==> config.mk <==
export PLATFORM = sky130hd
export DESIGN_NAME = cvn_node_dev_flat
export DESIGN_NICKNAME = d
export VERILOG_FILES = /design/src/logic/cvn_pkg.sv /design/src/logic/cvn_link_if.sv /design/src/logic/cvn_glitch_filter.sv /design/src/logic/cvn_node_dev.sv /design/src/flat_wrapper.sv
export SDC_FILE = /design/constraint.sdc
export NUM_CORES = 2
export LEC_CHECK = 0
export BUFFER_PORTS_ARGS = -buffer_cell sky130_fd_sc_hd__buf_2
export CAP_MARGIN = 20
export CORE_ASPECT_RATIO = 0.8
export CORE_MARGIN = 5
export CORE_UTILIZATION = 60
export CTS_CLUSTER_DIAMETER = 150
export CTS_CLUSTER_SIZE = 14
export DETAILED_ROUTE_END_ITERATION = 12
export HOLD_SLACK_MARGIN = 0.1
export PLACE_DENSITY = 0.78
export SLEW_MARGIN = 20
export SYNTH_ARGS = -nofsm -noshare
export SYNTH_HDL_FRONTEND = slang
export SYNTH_SLANG_ARGS = --single-unit
==> constraint.sdc <==
create_clock -name clk_i -period 7.15 [get_ports clk_i]
set_clock_uncertainty 0.15 [all_clocks]
set_input_delay 0.3575 -clock clk_i [delete_from_list [all_inputs] [get_ports clk_i]]
set_output_delay 0.3575 -clock clk_i [all_outputs]
set_load 0.02 [all_outputs]
==> src/logic/cvn_pkg.sv <==
package cvn_pkg;
	localparam int CLK_HZ        = 40000000;
	localparam int FILT_MS       = 2;
	localparam int FILT_CYCLES   = FILT_MS * (CLK_HZ / 1000);
	localparam int BLINK_MS      = 200;
	localparam int BLINK_CYCLES  = BLINK_MS * (CLK_HZ / 1000);

	localparam logic [10:0] ID_NMT  = 11'h000;
	localparam logic [10:0] ID_BOOT = 11'h700;
	localparam logic [10:0] ID_TPDO = 11'h180;
	localparam logic [10:0] ID_RPDO = 11'h200;
	localparam logic [3:0]  LEN_NMT  = 4'h2;
	localparam logic [3:0]  LEN_BOOT = 4'h1;
	localparam logic [3:0]  LEN_TPDO = 4'h4;
	localparam logic [3:0]  LEN_RPDO = 4'h3;
	localparam logic [7:0]  NMT_START = 8'h01;
	localparam logic [7:0]  NMT_STOP  = 8'h80;
	localparam logic [7:0]  NMT_RESET = 8'h81;
	localparam logic [7:0]  BOOT_DATA = 8'h00;

	localparam logic [15:0] OBJ_FILT  = 16'h6003;
	localparam logic [15:0] OBJ_PACK  = 16'h601F;
	localparam logic [15:0] OBJ_OUT   = 16'h6200;
	localparam logic [15:0] OBJ_FMODE = 16'h6206;
	localparam logic [15:0] OBJ_FVAL  = 16'h6207;
	localparam logic [7:0]  OUT_GROUPS = 8'h03;

	localparam logic [7:0]  FILT_RST       = 8'h01;
	localparam logic [7:0]  PACK_RST_NOEXT = 8'h00;
	localparam logic [7:0]  PACK_RST_EXT   = 8'h01;
	localparam logic [7:0]  PACK_NORMAL    = 8'h00;
	localparam logic [7:0]  PACK_SHIFT     = 8'h01;
	localparam logic [7:0]  PACK_HALF      = 8'h02;
	localparam logic [23:0] OUT_RST        = 24'h000000;

	localparam logic [7:0] WB_CTRL  = 8'h00;
	localparam logic [7:0] WB_NODE  = 8'h04;
	localparam logic [7:0] WB_OUTS  = 8'h08;
	localparam logic [7:0] WB_INIMG = 8'h0C;
	localparam logic [7:0] WB_STAT  = 8'h10;
	localparam logic [7:0] WB_CFGA  = 8'h14;
	localparam logic [7:0] WB_CFGD  = 8'h18;

	typedef enum {NMT_INIT, NMT_PREOP, NMT_OPER} cvn_nmt_t;
endpackage

==> src/logic/cvn_link_if.sv <==
`timescale 1ns/1ps
interface cvn_link_if;
	logic        link_ok;
	logic        m_valid;
	logic [10:0] m_id;
	logic [3:0]  m_len;
	logic [63:0] m_data;
	logic        d_valid;
	logic        d_ready;
	logic [10:0] d_id;
	logic [3:0]  d_len;
	logic [63:0] d_data;
	logic        cfg_req;
	logic        cfg_we;
	logic [15:0] cfg_idx;
	logic [7:0]  cfg_sub;
	logic [7:0]  cfg_wdata;
	logic        cfg_ack;
	logic [7:0]  cfg_rdata;

	modport dev (input link_ok, m_valid, m_id, m_len, m_data, d_ready,
		cfg_req, cfg_we, cfg_idx, cfg_sub, cfg_wdata,
		output d_valid, d_id, d_len, d_data, cfg_ack, cfg_rdata);
	modport mst (output link_ok, m_valid, m_id, m_len, m_data, d_ready,
		cfg_req, cfg_we, cfg_idx, cfg_sub, cfg_wdata,
		input d_valid, d_id, d_len, d_data, cfg_ack, cfg_rdata);
endinterface

==> src/logic/cvn_glitch_filter.sv <==
`timescale 1ns/1ps
module cvn_glitch_filter #(
	parameter int WIDTH  = 32,
	parameter int CYCLES = 80000
) (
	input  wire logic             clk_i,
	input  wire logic             rst_i,
	input  wire logic             en_i,
	input  wire logic [WIDTH-1:0] raw_i,
	output logic      [WIDTH-1:0] level_o
);
	localparam int CW = $clog2(CYCLES + 1);
	localparam logic [CW-1:0] LAST = CW'(CYCLES - 1);

	logic [CW-1:0] cnt [WIDTH];

	always_ff @(posedge clk_i) begin
		for (int i = 0; i < WIDTH; i++) begin
			if (rst_i) begin
				cnt[i]     <= '0;
				level_o[i] <= 1'b0;
			end else if (!en_i) begin
				cnt[i]     <= '0;
				level_o[i] <= raw_i[i];
			end else if (raw_i[i] == level_o[i]) begin
				// Short pulse restarts the window
				cnt[i] <= '0;
			end else if (cnt[i] == LAST) begin
				cnt[i]     <= '0;
				level_o[i] <= raw_i[i];
			end else begin
				cnt[i] <= cnt[i] + 1'b1;
			end
		end
	end
endmodule

==> src/logic/cvn_node_dev.sv <==
`timescale 1ns/1ps
module cvn_node_dev #(
	parameter int FILT_CYCLES  = cvn_pkg::FILT_CYCLES,
	parameter int BLINK_CYCLES = cvn_pkg::BLINK_CYCLES
) (
	input  wire logic        clk_i,
	input  wire logic        rst_i,
	input  wire logic [31:0] din_i,
	input  wire logic [6:0]  node_addr_i,
	input  wire logic        ext_fitted_i,
	cvn_link_if.dev          lnk,
	output logic      [23:0] valve_o,
	output logic             bus_led_o
);
	localparam int BW = $clog2(BLINK_CYCLES + 1);
	localparam logic [BW-1:0] BLAST = BW'(BLINK_CYCLES - 1);

	logic [31:0]      din_s1, din_s2, din_f, image, last_img;
	logic [6:0]       addr_s1, addr_s2;
	logic             ext_s1, ext_s2, strap_done;
	logic [7:0]       filt_en, pack_mode;
	logic [23:0]      out_st, fmode, fval;
	cvn_pkg::cvn_nmt_t state;
	logic             boot_pend, in_pend, load_boot, load_tpdo;
	logic             nmt_hit, rpdo_hit, fault, cfg_wr;
	logic [7:0]       nmt_cmd;
	logic [BW-1:0]    blink_cnt;
	logic             blink;

	function automatic logic [31:0] pack_img(logic [31:0] d, logic [7:0] mode);
		logic [31:0] r;
		r = '0;
		case (mode)
			cvn_pkg::PACK_SHIFT: begin
				for (int k = 0; k < 32; k++) begin
					r[(k / 16) * 16 + (k % 2) * 8 + (k % 16) / 2] = d[k];
				end
			end
			cvn_pkg::PACK_HALF: begin
				for (int j = 0; j < 16; j++) begin
					r[j] = d[2 * j];
				end
			end
			default: r = d;
		endcase
		return r;
	endfunction

	function automatic logic [7:0] get_byte(logic [23:0] v, logic [7:0] sub);
		case (sub)
			8'h01:   get_byte = v[7:0];
			8'h02:   get_byte = v[15:8];
			8'h03:   get_byte = v[23:16];
			default: get_byte = cvn_pkg::OUT_GROUPS;
		endcase
	endfunction

	function automatic logic [23:0] put_byte(logic [23:0] v, logic [7:0] sub,
			logic [7:0] d);
		logic [23:0] r;
		r = v;
		case (sub)
			8'h01:   r[7:0] = d;
			8'h02:   r[15:8] = d;
			8'h03:   r[23:16] = d;
			default: r = v;
		endcase
		return r;
	endfunction

	// Pins come from outside; straps settle during reset
	always_ff @(posedge clk_i) begin
		din_s1  <= din_i;
		din_s2  <= din_s1;
		addr_s1 <= node_addr_i;
		addr_s2 <= addr_s1;
		ext_s1  <= ext_fitted_i;
		ext_s2  <= ext_s1;
	end

	cvn_glitch_filter #(
		.WIDTH  (32),
		.CYCLES (FILT_CYCLES)
	) u_filt (
		.clk_i   (clk_i),
		.rst_i   (rst_i),
		.en_i    (filt_en != 8'h00),
		.raw_i   (din_s2),
		.level_o (din_f)
	);

	assign image = pack_img(din_f, pack_mode);

	assign nmt_cmd = lnk.m_data[7:0];
	assign nmt_hit = lnk.m_valid && lnk.m_id == cvn_pkg::ID_NMT
		&& lnk.m_len == cvn_pkg::LEN_NMT
		&& (lnk.m_data[15:8] == 8'h00 || lnk.m_data[15:8] == {1'b0, addr_s2});
	assign rpdo_hit = lnk.m_valid && state == cvn_pkg::NMT_OPER
		&& lnk.m_id == cvn_pkg::ID_RPDO + {4'h0, addr_s2}
		&& lnk.m_len == cvn_pkg::LEN_RPDO;
	// link loss is the fault condition
	assign fault  = !lnk.link_ok;
	assign cfg_wr = lnk.cfg_req && lnk.cfg_we;

	always_ff @(posedge clk_i) begin
		if (rst_i) begin
			state <= cvn_pkg::NMT_INIT;
		end else begin
			case (state)
				cvn_pkg::NMT_INIT: state <= cvn_pkg::NMT_PREOP;
				cvn_pkg::NMT_PREOP: begin
					if (nmt_hit && nmt_cmd == cvn_pkg::NMT_START) begin
						state <= cvn_pkg::NMT_OPER;
					end else if (nmt_hit && nmt_cmd == cvn_pkg::NMT_RESET) begin
						state <= cvn_pkg::NMT_INIT;
					end
				end
				cvn_pkg::NMT_OPER: begin
					if (nmt_hit && nmt_cmd == cvn_pkg::NMT_STOP) begin
						state <= cvn_pkg::NMT_PREOP;
					end else if (nmt_hit && nmt_cmd == cvn_pkg::NMT_RESET) begin
						state <= cvn_pkg::NMT_INIT;
					end
				end
				default: state <= cvn_pkg::NMT_INIT;
			endcase
		end
	end

	assign load_boot = !lnk.d_valid && boot_pend;
	assign load_tpdo = !lnk.d_valid && !boot_pend && in_pend
		&& state == cvn_pkg::NMT_OPER;

	// boot-up only from the init state
	always_ff @(posedge clk_i) begin
		if (rst_i) begin
			boot_pend <= 1'b0;
		end else if (state == cvn_pkg::NMT_INIT) begin
			boot_pend <= 1'b1;
		end else if (load_boot) begin
			boot_pend <= 1'b0;
		end
	end

	// Loaded copy is the reference, so no change goes unsent
	always_ff @(posedge clk_i) begin
		if (rst_i) begin
			in_pend <= 1'b0;
		end else if (state == cvn_pkg::NMT_PREOP && nmt_hit
				&& nmt_cmd == cvn_pkg::NMT_START) begin
			in_pend <= 1'b1;
		end else if (state != cvn_pkg::NMT_OPER || load_tpdo) begin
			in_pend <= 1'b0;
		end else if (image != last_img) begin
			in_pend <= 1'b1;
		end
	end

	always_ff @(posedge clk_i) begin
		if (rst_i) begin
			lnk.d_valid <= 1'b0;
			lnk.d_id    <= '0;
			lnk.d_len   <= '0;
			lnk.d_data  <= '0;
			last_img    <= '0;
		end else if (lnk.d_valid) begin
			if (lnk.d_ready) begin
				lnk.d_valid <= 1'b0;
			end
		end else if (load_boot) begin
			lnk.d_valid <= 1'b1;
			lnk.d_id    <= cvn_pkg::ID_BOOT + {4'h0, addr_s2};
			lnk.d_len   <= cvn_pkg::LEN_BOOT;
			lnk.d_data  <= {56'h0, cvn_pkg::BOOT_DATA};
		end else if (load_tpdo) begin
			lnk.d_valid <= 1'b1;
			lnk.d_id    <= cvn_pkg::ID_TPDO + {4'h0, addr_s2};
			lnk.d_len   <= cvn_pkg::LEN_TPDO;
			lnk.d_data  <= {32'h0, image};
			last_img    <= image;
		end
	end

	always_ff @(posedge clk_i) begin
		if (rst_i) begin
			filt_en    <= cvn_pkg::FILT_RST;
			pack_mode  <= cvn_pkg::PACK_RST_NOEXT;
			strap_done <= 1'b0;
		end else begin
			strap_done <= 1'b1;
			if (!strap_done) begin
				pack_mode <= ext_s2 ? cvn_pkg::PACK_RST_EXT : cvn_pkg::PACK_RST_NOEXT;
			end else if (cfg_wr && lnk.cfg_idx == cvn_pkg::OBJ_PACK
					&& lnk.cfg_sub == 8'h00) begin
				pack_mode <= lnk.cfg_wdata;
			end
			if (cfg_wr && lnk.cfg_idx == cvn_pkg::OBJ_FILT && lnk.cfg_sub == 8'h00) begin
				filt_en <= lnk.cfg_wdata;
			end
		end
	end

	// output bytes from frame or config
	always_ff @(posedge clk_i) begin
		if (rst_i) begin
			out_st <= cvn_pkg::OUT_RST;
		end else if (rpdo_hit) begin
			out_st <= lnk.m_data[23:0];
		end else if (cfg_wr && lnk.cfg_idx == cvn_pkg::OBJ_OUT) begin
			out_st <= put_byte(out_st, lnk.cfg_sub, lnk.cfg_wdata);
		end
	end

	always_ff @(posedge clk_i) begin
		if (rst_i) begin
			fmode <= cvn_pkg::OUT_RST;
			fval  <= cvn_pkg::OUT_RST;
		end else if (cfg_wr && lnk.cfg_idx == cvn_pkg::OBJ_FMODE) begin
			fmode <= put_byte(fmode, lnk.cfg_sub, lnk.cfg_wdata);
		end else if (cfg_wr && lnk.cfg_idx == cvn_pkg::OBJ_FVAL) begin
			fval <= put_byte(fval, lnk.cfg_sub, lnk.cfg_wdata);
		end
	end

	// hold own state or force value
	always_ff @(posedge clk_i) begin
		if (rst_i) begin
			valve_o <= cvn_pkg::OUT_RST;
		end else if (fault) begin
			valve_o <= (fmode & valve_o) | (~fmode & fval);
		end else begin
			valve_o <= out_st;
		end
	end

	// entry count read at sub-index zero
	always_ff @(posedge clk_i) begin
		if (rst_i) begin
			lnk.cfg_ack   <= 1'b0;
			lnk.cfg_rdata <= '0;
		end else begin
			lnk.cfg_ack <= lnk.cfg_req;
			if (lnk.cfg_req) begin
				case (lnk.cfg_idx)
					cvn_pkg::OBJ_FILT:  lnk.cfg_rdata <= filt_en;
					cvn_pkg::OBJ_PACK:  lnk.cfg_rdata <= pack_mode;
					cvn_pkg::OBJ_OUT:   lnk.cfg_rdata <= get_byte(out_st, lnk.cfg_sub);
					cvn_pkg::OBJ_FMODE: lnk.cfg_rdata <= get_byte(fmode, lnk.cfg_sub);
					cvn_pkg::OBJ_FVAL:  lnk.cfg_rdata <= get_byte(fval, lnk.cfg_sub);
					default:            lnk.cfg_rdata <= 8'h00;
				endcase
			end
		end
	end

	always_ff @(posedge clk_i) begin
		if (rst_i || state != cvn_pkg::NMT_PREOP) begin
			blink_cnt <= '0;
			blink     <= 1'b1;
		end else if (blink_cnt == BLAST) begin
			blink_cnt <= '0;
			blink     <= !blink;
		end else begin
			blink_cnt <= blink_cnt + 1'b1;
		end
	end

	always_ff @(posedge clk_i) begin
		if (rst_i) begin
			bus_led_o <= 1'b0;
		end else begin
			bus_led_o <= (state == cvn_pkg::NMT_OPER)
				|| (state == cvn_pkg::NMT_PREOP && blink);
		end
	end
endmodule

==> src/flat_wrapper.sv <==
// flat-port wrapper written by rule: the top's interface ports become plain ports
module cvn_node_dev_flat 
#(
	parameter int FILT_CYCLES  = cvn_pkg::FILT_CYCLES,
	parameter int BLINK_CYCLES = cvn_pkg::BLINK_CYCLES
)
  (clk_i, rst_i, din_i, node_addr_i, ext_fitted_i, valve_o, bus_led_o, lnk_link_ok, lnk_m_valid, lnk_m_id, lnk_m_len, lnk_m_data, lnk_d_ready, lnk_cfg_req, lnk_cfg_we, lnk_cfg_idx, lnk_cfg_sub, lnk_cfg_wdata, lnk_d_valid, lnk_d_id, lnk_d_len, lnk_d_data, lnk_cfg_ack, lnk_cfg_rdata);
  cvn_link_if lnk_i ();
  input  wire logic clk_i;
  input  wire logic rst_i;
  input  wire logic [31:0] din_i;
  input  wire logic [6:0] node_addr_i;
  input  wire logic ext_fitted_i;
  output logic      [23:0] valve_o;
  output logic bus_led_o;
  input wire logic [$bits(lnk_i.link_ok)-1:0] lnk_link_ok;
  input wire logic [$bits(lnk_i.m_valid)-1:0] lnk_m_valid;
  input wire logic [$bits(lnk_i.m_id)-1:0] lnk_m_id;
  input wire logic [$bits(lnk_i.m_len)-1:0] lnk_m_len;
  input wire logic [$bits(lnk_i.m_data)-1:0] lnk_m_data;
  input wire logic [$bits(lnk_i.d_ready)-1:0] lnk_d_ready;
  input wire logic [$bits(lnk_i.cfg_req)-1:0] lnk_cfg_req;
  input wire logic [$bits(lnk_i.cfg_we)-1:0] lnk_cfg_we;
  input wire logic [$bits(lnk_i.cfg_idx)-1:0] lnk_cfg_idx;
  input wire logic [$bits(lnk_i.cfg_sub)-1:0] lnk_cfg_sub;
  input wire logic [$bits(lnk_i.cfg_wdata)-1:0] lnk_cfg_wdata;
  output wire logic [$bits(lnk_i.d_valid)-1:0] lnk_d_valid;
  output wire logic [$bits(lnk_i.d_id)-1:0] lnk_d_id;
  output wire logic [$bits(lnk_i.d_len)-1:0] lnk_d_len;
  output wire logic [$bits(lnk_i.d_data)-1:0] lnk_d_data;
  output wire logic [$bits(lnk_i.cfg_ack)-1:0] lnk_cfg_ack;
  output wire logic [$bits(lnk_i.cfg_rdata)-1:0] lnk_cfg_rdata;
  assign lnk_i.link_ok = lnk_link_ok;
  assign lnk_i.m_valid = lnk_m_valid;
  assign lnk_i.m_id = lnk_m_id;
  assign lnk_i.m_len = lnk_m_len;
  assign lnk_i.m_data = lnk_m_data;
  assign lnk_i.d_ready = lnk_d_ready;
  assign lnk_i.cfg_req = lnk_cfg_req;
  assign lnk_i.cfg_we = lnk_cfg_we;
  assign lnk_i.cfg_idx = lnk_cfg_idx;
  assign lnk_i.cfg_sub = lnk_cfg_sub;
  assign lnk_i.cfg_wdata = lnk_cfg_wdata;
  assign lnk_d_valid = lnk_i.d_valid;
  assign lnk_d_id = lnk_i.d_id;
  assign lnk_d_len = lnk_i.d_len;
  assign lnk_d_data = lnk_i.d_data;
  assign lnk_cfg_ack = lnk_i.cfg_ack;
  assign lnk_cfg_rdata = lnk_i.cfg_rdata;
  cvn_node_dev #(.FILT_CYCLES(FILT_CYCLES), .BLINK_CYCLES(BLINK_CYCLES)) u_core (.clk_i(clk_i), .rst_i(rst_i), .din_i(din_i), .node_addr_i(node_addr_i), .ext_fitted_i(ext_fitted_i), .lnk(lnk_i), .valve_o(valve_o), .bus_led_o(bus_led_o));
endmodule
After elaboration in Yosys (flattened, before gate mapping):

Memory sizes are Yosys's and may differ from the RTL's.
Cells that the tools add are included.

* memories kept: 1
* word-level logic and storage cells: 1190
* flip-flop bits (word level): 405
* RAM bits: 544
* output and inout bits: 114
* bits of input ports: 158

* bitwise gates (word level): 135
* reductions and logical operators: 88
* add/subtract/negate cells: 36
* muxes and demuxes: 712
* equality and inequality tests: 154

Memories
* u_core.u_filt.cnt: depth 32, bits a word 17, read ports 32, clocked after Yosys merged registers in 0, write ports 32, RTL line cvn_glitch_filter.sv:15 `logic [CW-1:0] cnt [WIDTH];`

Operator list (number)
* $mux W17: 128
* $mux W1: 560
* $add A17 B1 Y17 const B: 32
* $eq A17 B17 Y1 const B: 32
* $mux W64: 2
* $or A1 B1 Y1: 128
* $mux W32: 3
* $pmux W32 S3: 1
* $eq A16 B15 Y1 const B: 5
* $reduce_and A2 Y1: 39
* $mux W24: 3
* $pmux W8 S3: 3
* $ne A2 B2 Y1 const B: 33
* $eq A32 B2 Y1 const B: 2
* $logic_not A32 Y1: 2
* $ne A2 B1 Y1 const B: 32
* $pmux W16 S2: 2
* $and A24 B24 Y24: 2
* $mux W8: 5
* $pmux W8 S5: 1
* $eq A1 B1 Y1: 32
* $eq A32 B1 Y1 const B: 1
* $eq A32 B3 Y1 const B: 1
* $ne A32 B2 Y1 const B: 1
* other kinds (28): 75

Depth between registers and ports, before layout:

An unclocked memory read counts as a cell.

* depth in word-level cells: 9
* depth in mapped cells: 10
* depth with buffers taken out: 9

Modules after synthesis:

From an unflattened synthesis, not the netlist that was laid out.

* cell total of the unflattened synthesis: 4438
* area total of the unflattened synthesis: 44835.5 um^2

By module, submodules not included
* cvn_glitch_filter: cells an instance 3010, times used 1, seq. area each 16976.3 um^2, area an instance 31381.3 um^2
* cvn_node_dev: cells an instance 1428, times used 1, seq. area each 6726.5 um^2, area an instance 13454.2 um^2

Worst setup path before layout:

No wires, ideal clock.

* kind: register -> register
* start point: register u_core.pack_mode[7]
* end point: register u_core.in_pend
* setup time: 0.115 ns
* required time: 6.885 ns
* period minus slack after synthesis: 2.836 ns
* setup slack: 4.314 ns
* cell stages (with the launch flop): 10
* arrival: 2.571 ns
* path buffers: 1
* cell sequence: dfxtp_1 > or4_1 > buf_4 > nor4_4 > nand2_1 > o21ai_0 > xnor2_1 > nand4_1 > or4_1 > a31o_1

* longest elaborated chain between the ends: 4
* elaborated cells between the ends (all ways): 6
* classes of those cells: eq/ne: 3; mux: 2; reduce/logical: 1

RTL lines
* from (decl): RTL line cvn_node_dev.sv:21 `logic [7:0] filt_en, pack_mode;`
* from (signal assigned): RTL line cvn_node_dev.sv:187 `pack_mode <= cvn_pkg::PACK_RST_NOEXT;`
* from (signal assigned): RTL line cvn_node_dev.sv:192 `pack_mode <= ext_s2 ? cvn_pkg::PACK_RST_EXT : cvn_pkg::PACK_RST_NOEXT;`
* from (signal assigned): RTL line cvn_node_dev.sv:195 `pack_mode <= lnk.cfg_wdata;`
* $eq A8 B2 Y1 or $eq A8 B1 Y1 (tied branches): RTL line cvn_node_dev.sv:33 `case (mode)`
* $pmux W16 S2: RTL line cvn_node_dev.sv:33
* $ne A32 B32 Y1 *: RTL line cvn_node_dev.sv:154 `end else if (image != last_img) begin`
* $reduce_bool A3 Y1 (no source line) *
* to (signal assigned): RTL line cvn_node_dev.sv:151 `in_pend <= 1'b1;`
* to (signal assigned): RTL line cvn_node_dev.sv:153 `in_pend <= 1'b0;`
* to (signal assigned): RTL line cvn_node_dev.sv:155 `in_pend <= 1'b1;`
* to (decl): RTL line cvn_node_dev.sv:24 `logic boot_pend, in_pend, load_boot, load_tpdo;`

Mark *: on every way between the ends. The rest lies on a longest branch, timed or not.
A chain may end at the register's enable or synchronous reset.

Worst setup path in the final report:

* start point: register u_core.pack_mode[0]
* end point: register u_core.in_pend

Same word-level chain as after synthesis.

==> impl_metrics.toml <==
[grt]
antenna_found_initial = 2
grt_usage_pct = 23.35
grt_max_degree = 65
grt_pass1_vias = 29640
grt_overflow = 0
grt_pass1_wl_mm = 146.1

[die]
row_count = 87
dieArea_um2 = 76080
ios = 272
die_height_um = 247.7
core_area_um2 = 70210
dieWidth_um = 307.1
start_util_pct = 60.36

[routing]
viasPerCell = 5.241
wire_per_inst_um = 15.52
route.detailed.drc = 0
drtIter0Drc = 2267
num_vias = 30770
firstDrtPassIters = 7
ant_nets = 0
drt_wl_total_mm = 91.12

[clock_network]
clk-insertion-delay-late_ns = 0.62
post_cts_buffers = 0
cts_tree = "done"
numCtsBuffers = 75
path_clk_slew_ns = 0.07
h-tree-depth = 3
clock_sinks = 912
cts_resized = 0
root_buffer = "clkbuf_16"
clock_path_buffers = 3

[run]
maxCapViolCount = 0

[worst_setup_path]
cp_data_required_time_ns = 7.51
crit_fanout = 32
cp.arrival_ns = 4.23
critPathSlowestCell = "a221oi_1"
r2r_slack_ns = 3.28
startpoint_type = "flop"
critical_path.most_common_cell = "xor2_1"
crit_path_end_kind = "flop"
worstSetupPathType = "flop to flop"
path_cells = "xor2_1 > nand3_2 > a221oi_1 > xor2_1 > nor4_1 > nand4_1 > or4_1 > a31o_1"
critPathMaxStageDelay_ns = 0.68

[pwr]
leakage_nw = 18.98
vdd_drop_max_mv = 0.1632
powerDensity_nw_per_um2 = 210.3
power.total_mw = 10.35

[timing]
final.period_utilization_pct = 54.12
drv_slew = 0
finalSetupTns_ns = 0
hold_ws_ns = 0.1605
worstMarginPinSlew_ns = 1.076
fmax_mhz = 258.4
maxSlewHeadroom_pct = 27.72
period_minus_slack_ns = 3.870
setup_viol = 0
finalHoldViolCount = 0
rsz0062_at_grt = "no"

[placement]
place_congestion = 0.8698
io_buffers = 197
hpwl_mm = 62.53

[synth]
synth_common_cells = "842 x nor2_1, 544 x edfxtp_1, 381 x xor2_1"
synthFlopType = "edfxtp_1"
yosysSeqAreaShare_pct = 55.93
synth_area_per_cell_um2 = 10.43
synth_cell_types = 69
synth_edf_count = 544
synth_area_um2 = 42380
synth.area.top_cells = "edfxtp_1 39%, dfxtp_1 17%, xor2_1 7.9%"
yosys.area.top_type = "edfxtp_1"
yosys_warnings = 0
yosysTopAreaCellShare_pct = 38.55
async_reset_ff_share_pct = 0
synth.ff_latch_count = 912
syn_inst = 4064
synth.most_common_cell = "nor2_1"

[cells_and_area]
fill_cells = 5273
drive_above_1_share_pct = 7.192
areaGrowthSynthToFinish_pct = 16.14
fin_nets = 5074

[run_status]
status = "finished, final reports clean"

[worst_hold_path]
hold_class = "primary input to flop"
==> state kept, by name, summed over array words and instances (netlist names), 7 cells and up, named ones only <==
register               flops
u_core.din_s1             32
u_core.last_img           32
u_core.lnk.d_data         32
u_core.fval               24
u_core.state              32
u_core.pack_mode           8
u_core.u_filt.level_o     32
u_core.out_st             24
u_core.addr_s1             7
u_core.blink_cnt          23
u_core.addr_s2             7
u_core.din_s2             32
u_core.fmode              24
u_core.lnk.d_id           10
u_core.u_filt.cnt        544
u_core.lnk.cfg_rdata       8
u_core.filt_en             8
==> placed cells by master (no fill, tap or decap), types with 18 or more instances in the layout <==
master,n
dlygate4sd3_1,96
clkbuf_16,77
dfxtp_1,368
xor2_1,381
a21oi_1,104
conb_1,608
mux2_2,18
mux2i_1,117
nor4b_1,32
or3_1,31
nor2_1,841
clkbuf_1,50
a22oi_1,18
ha_1,33
o21ai_0,58
buf_2,196
a22o_1,55
xnor2_1,178
and2_1,21
nor4_1,30
a211oi_2,20
edfxtp_1,544
and3_1,85
nand3_1,265
nand4_1,114
inv_1,72
nor3_1,50
nand2_1,307
==> kinds of logic after synthesis <==
family | Yosys count | share of synthesized area [%]
AOI/OAI and AO/OA | 330 | 5.468
xor gates and xnor gates | 559 | 11.55
adders and majority gates | 33 | 0.9744
buffers and inverters | 237 | 2.527
DFF | 912 | 55.93
muxes | 135 | 3.242
other | 2 | 0.01772
and+or+nand+nor | 1856 | 20.28
==> worst max-delay path: cells and delay by family (launching register included) <==
family / cells / cell delay [ns]
flops: 1 / 0.65
xor+xnor: 2 / 0.41
simple gates: 4 / 1.62
compound gates: 2 / 0.94
==> area by class of cell <==
cell class	count	area (um2)	area share [%]
sequential	912	23700	48.16
multi-input combinational	3521	19910	40.46
timing repair buffer	301	2013	4.090
antenna	1	2.502	0.005084
tap	934	1169	2.374
inverter	72	270.3	0.5491
clock buffer	127	2115	4.296
clock inverter	3	33.78	0.06864
==> power by group <==
| part | switching (mW) | internal, mW | total, mW |
|---|---|---|---|
| Combinational | 0.335 | 0.213 | 0.548 |
| Clock | 1.81 | 2.01 | 3.83 |
| Sequential | 0.188 | 5.79 | 5.98 |
| Total | 2.33 | 8.02 | 10.4 |
==> stage by stage <==
stage                     util, %  cell area, um2  worst slack, ns  instances
after CTS                   70.10           49220            3.316       5870
after floorplan                 -           44650            4.314       4670
after detailed placement    65.67           46110            3.320       5644
final                       70.10           49220            3.280       5871
after global routing        70.10           49220            3.027       5870
after global placement      65.67           46110            3.369       5644
==> repair_timing <==
action | CTS | global route
hold buffers | 96 | 0
endpoints found under the setup margin | 0 | 0
hold endpoints to repair | 169 | 0
==> routing by layer <==
metal | vias to the layer above | wire, um | track usage (%)
li1 | 15260 | - | -
met1 | 14530 | 39720 | 32.06
met2 | 784 | 41190 | 36.69
met3 | 192 | 7081 | 5.870
met4 | 0 | 3120 | 7.973
met5 | - | 0 | 0
==> final timing paths <==
path / from / end / depth (start not counted)
worst max-delay path: u_core.pack_mode[0] / u_core.in_pend / 8
worst min-delay path: lnk_cfg_idx[0] / u_core.lnk.cfg_rdata[1] / 4
worst max register to register: u_core.pack_mode[0] / u_core.in_pend / 8
worst min register to register: u_core.addr_s1[0] / u_core.addr_s2[0] / 0
Note: power is estimated with default switching activity, not from simulation.
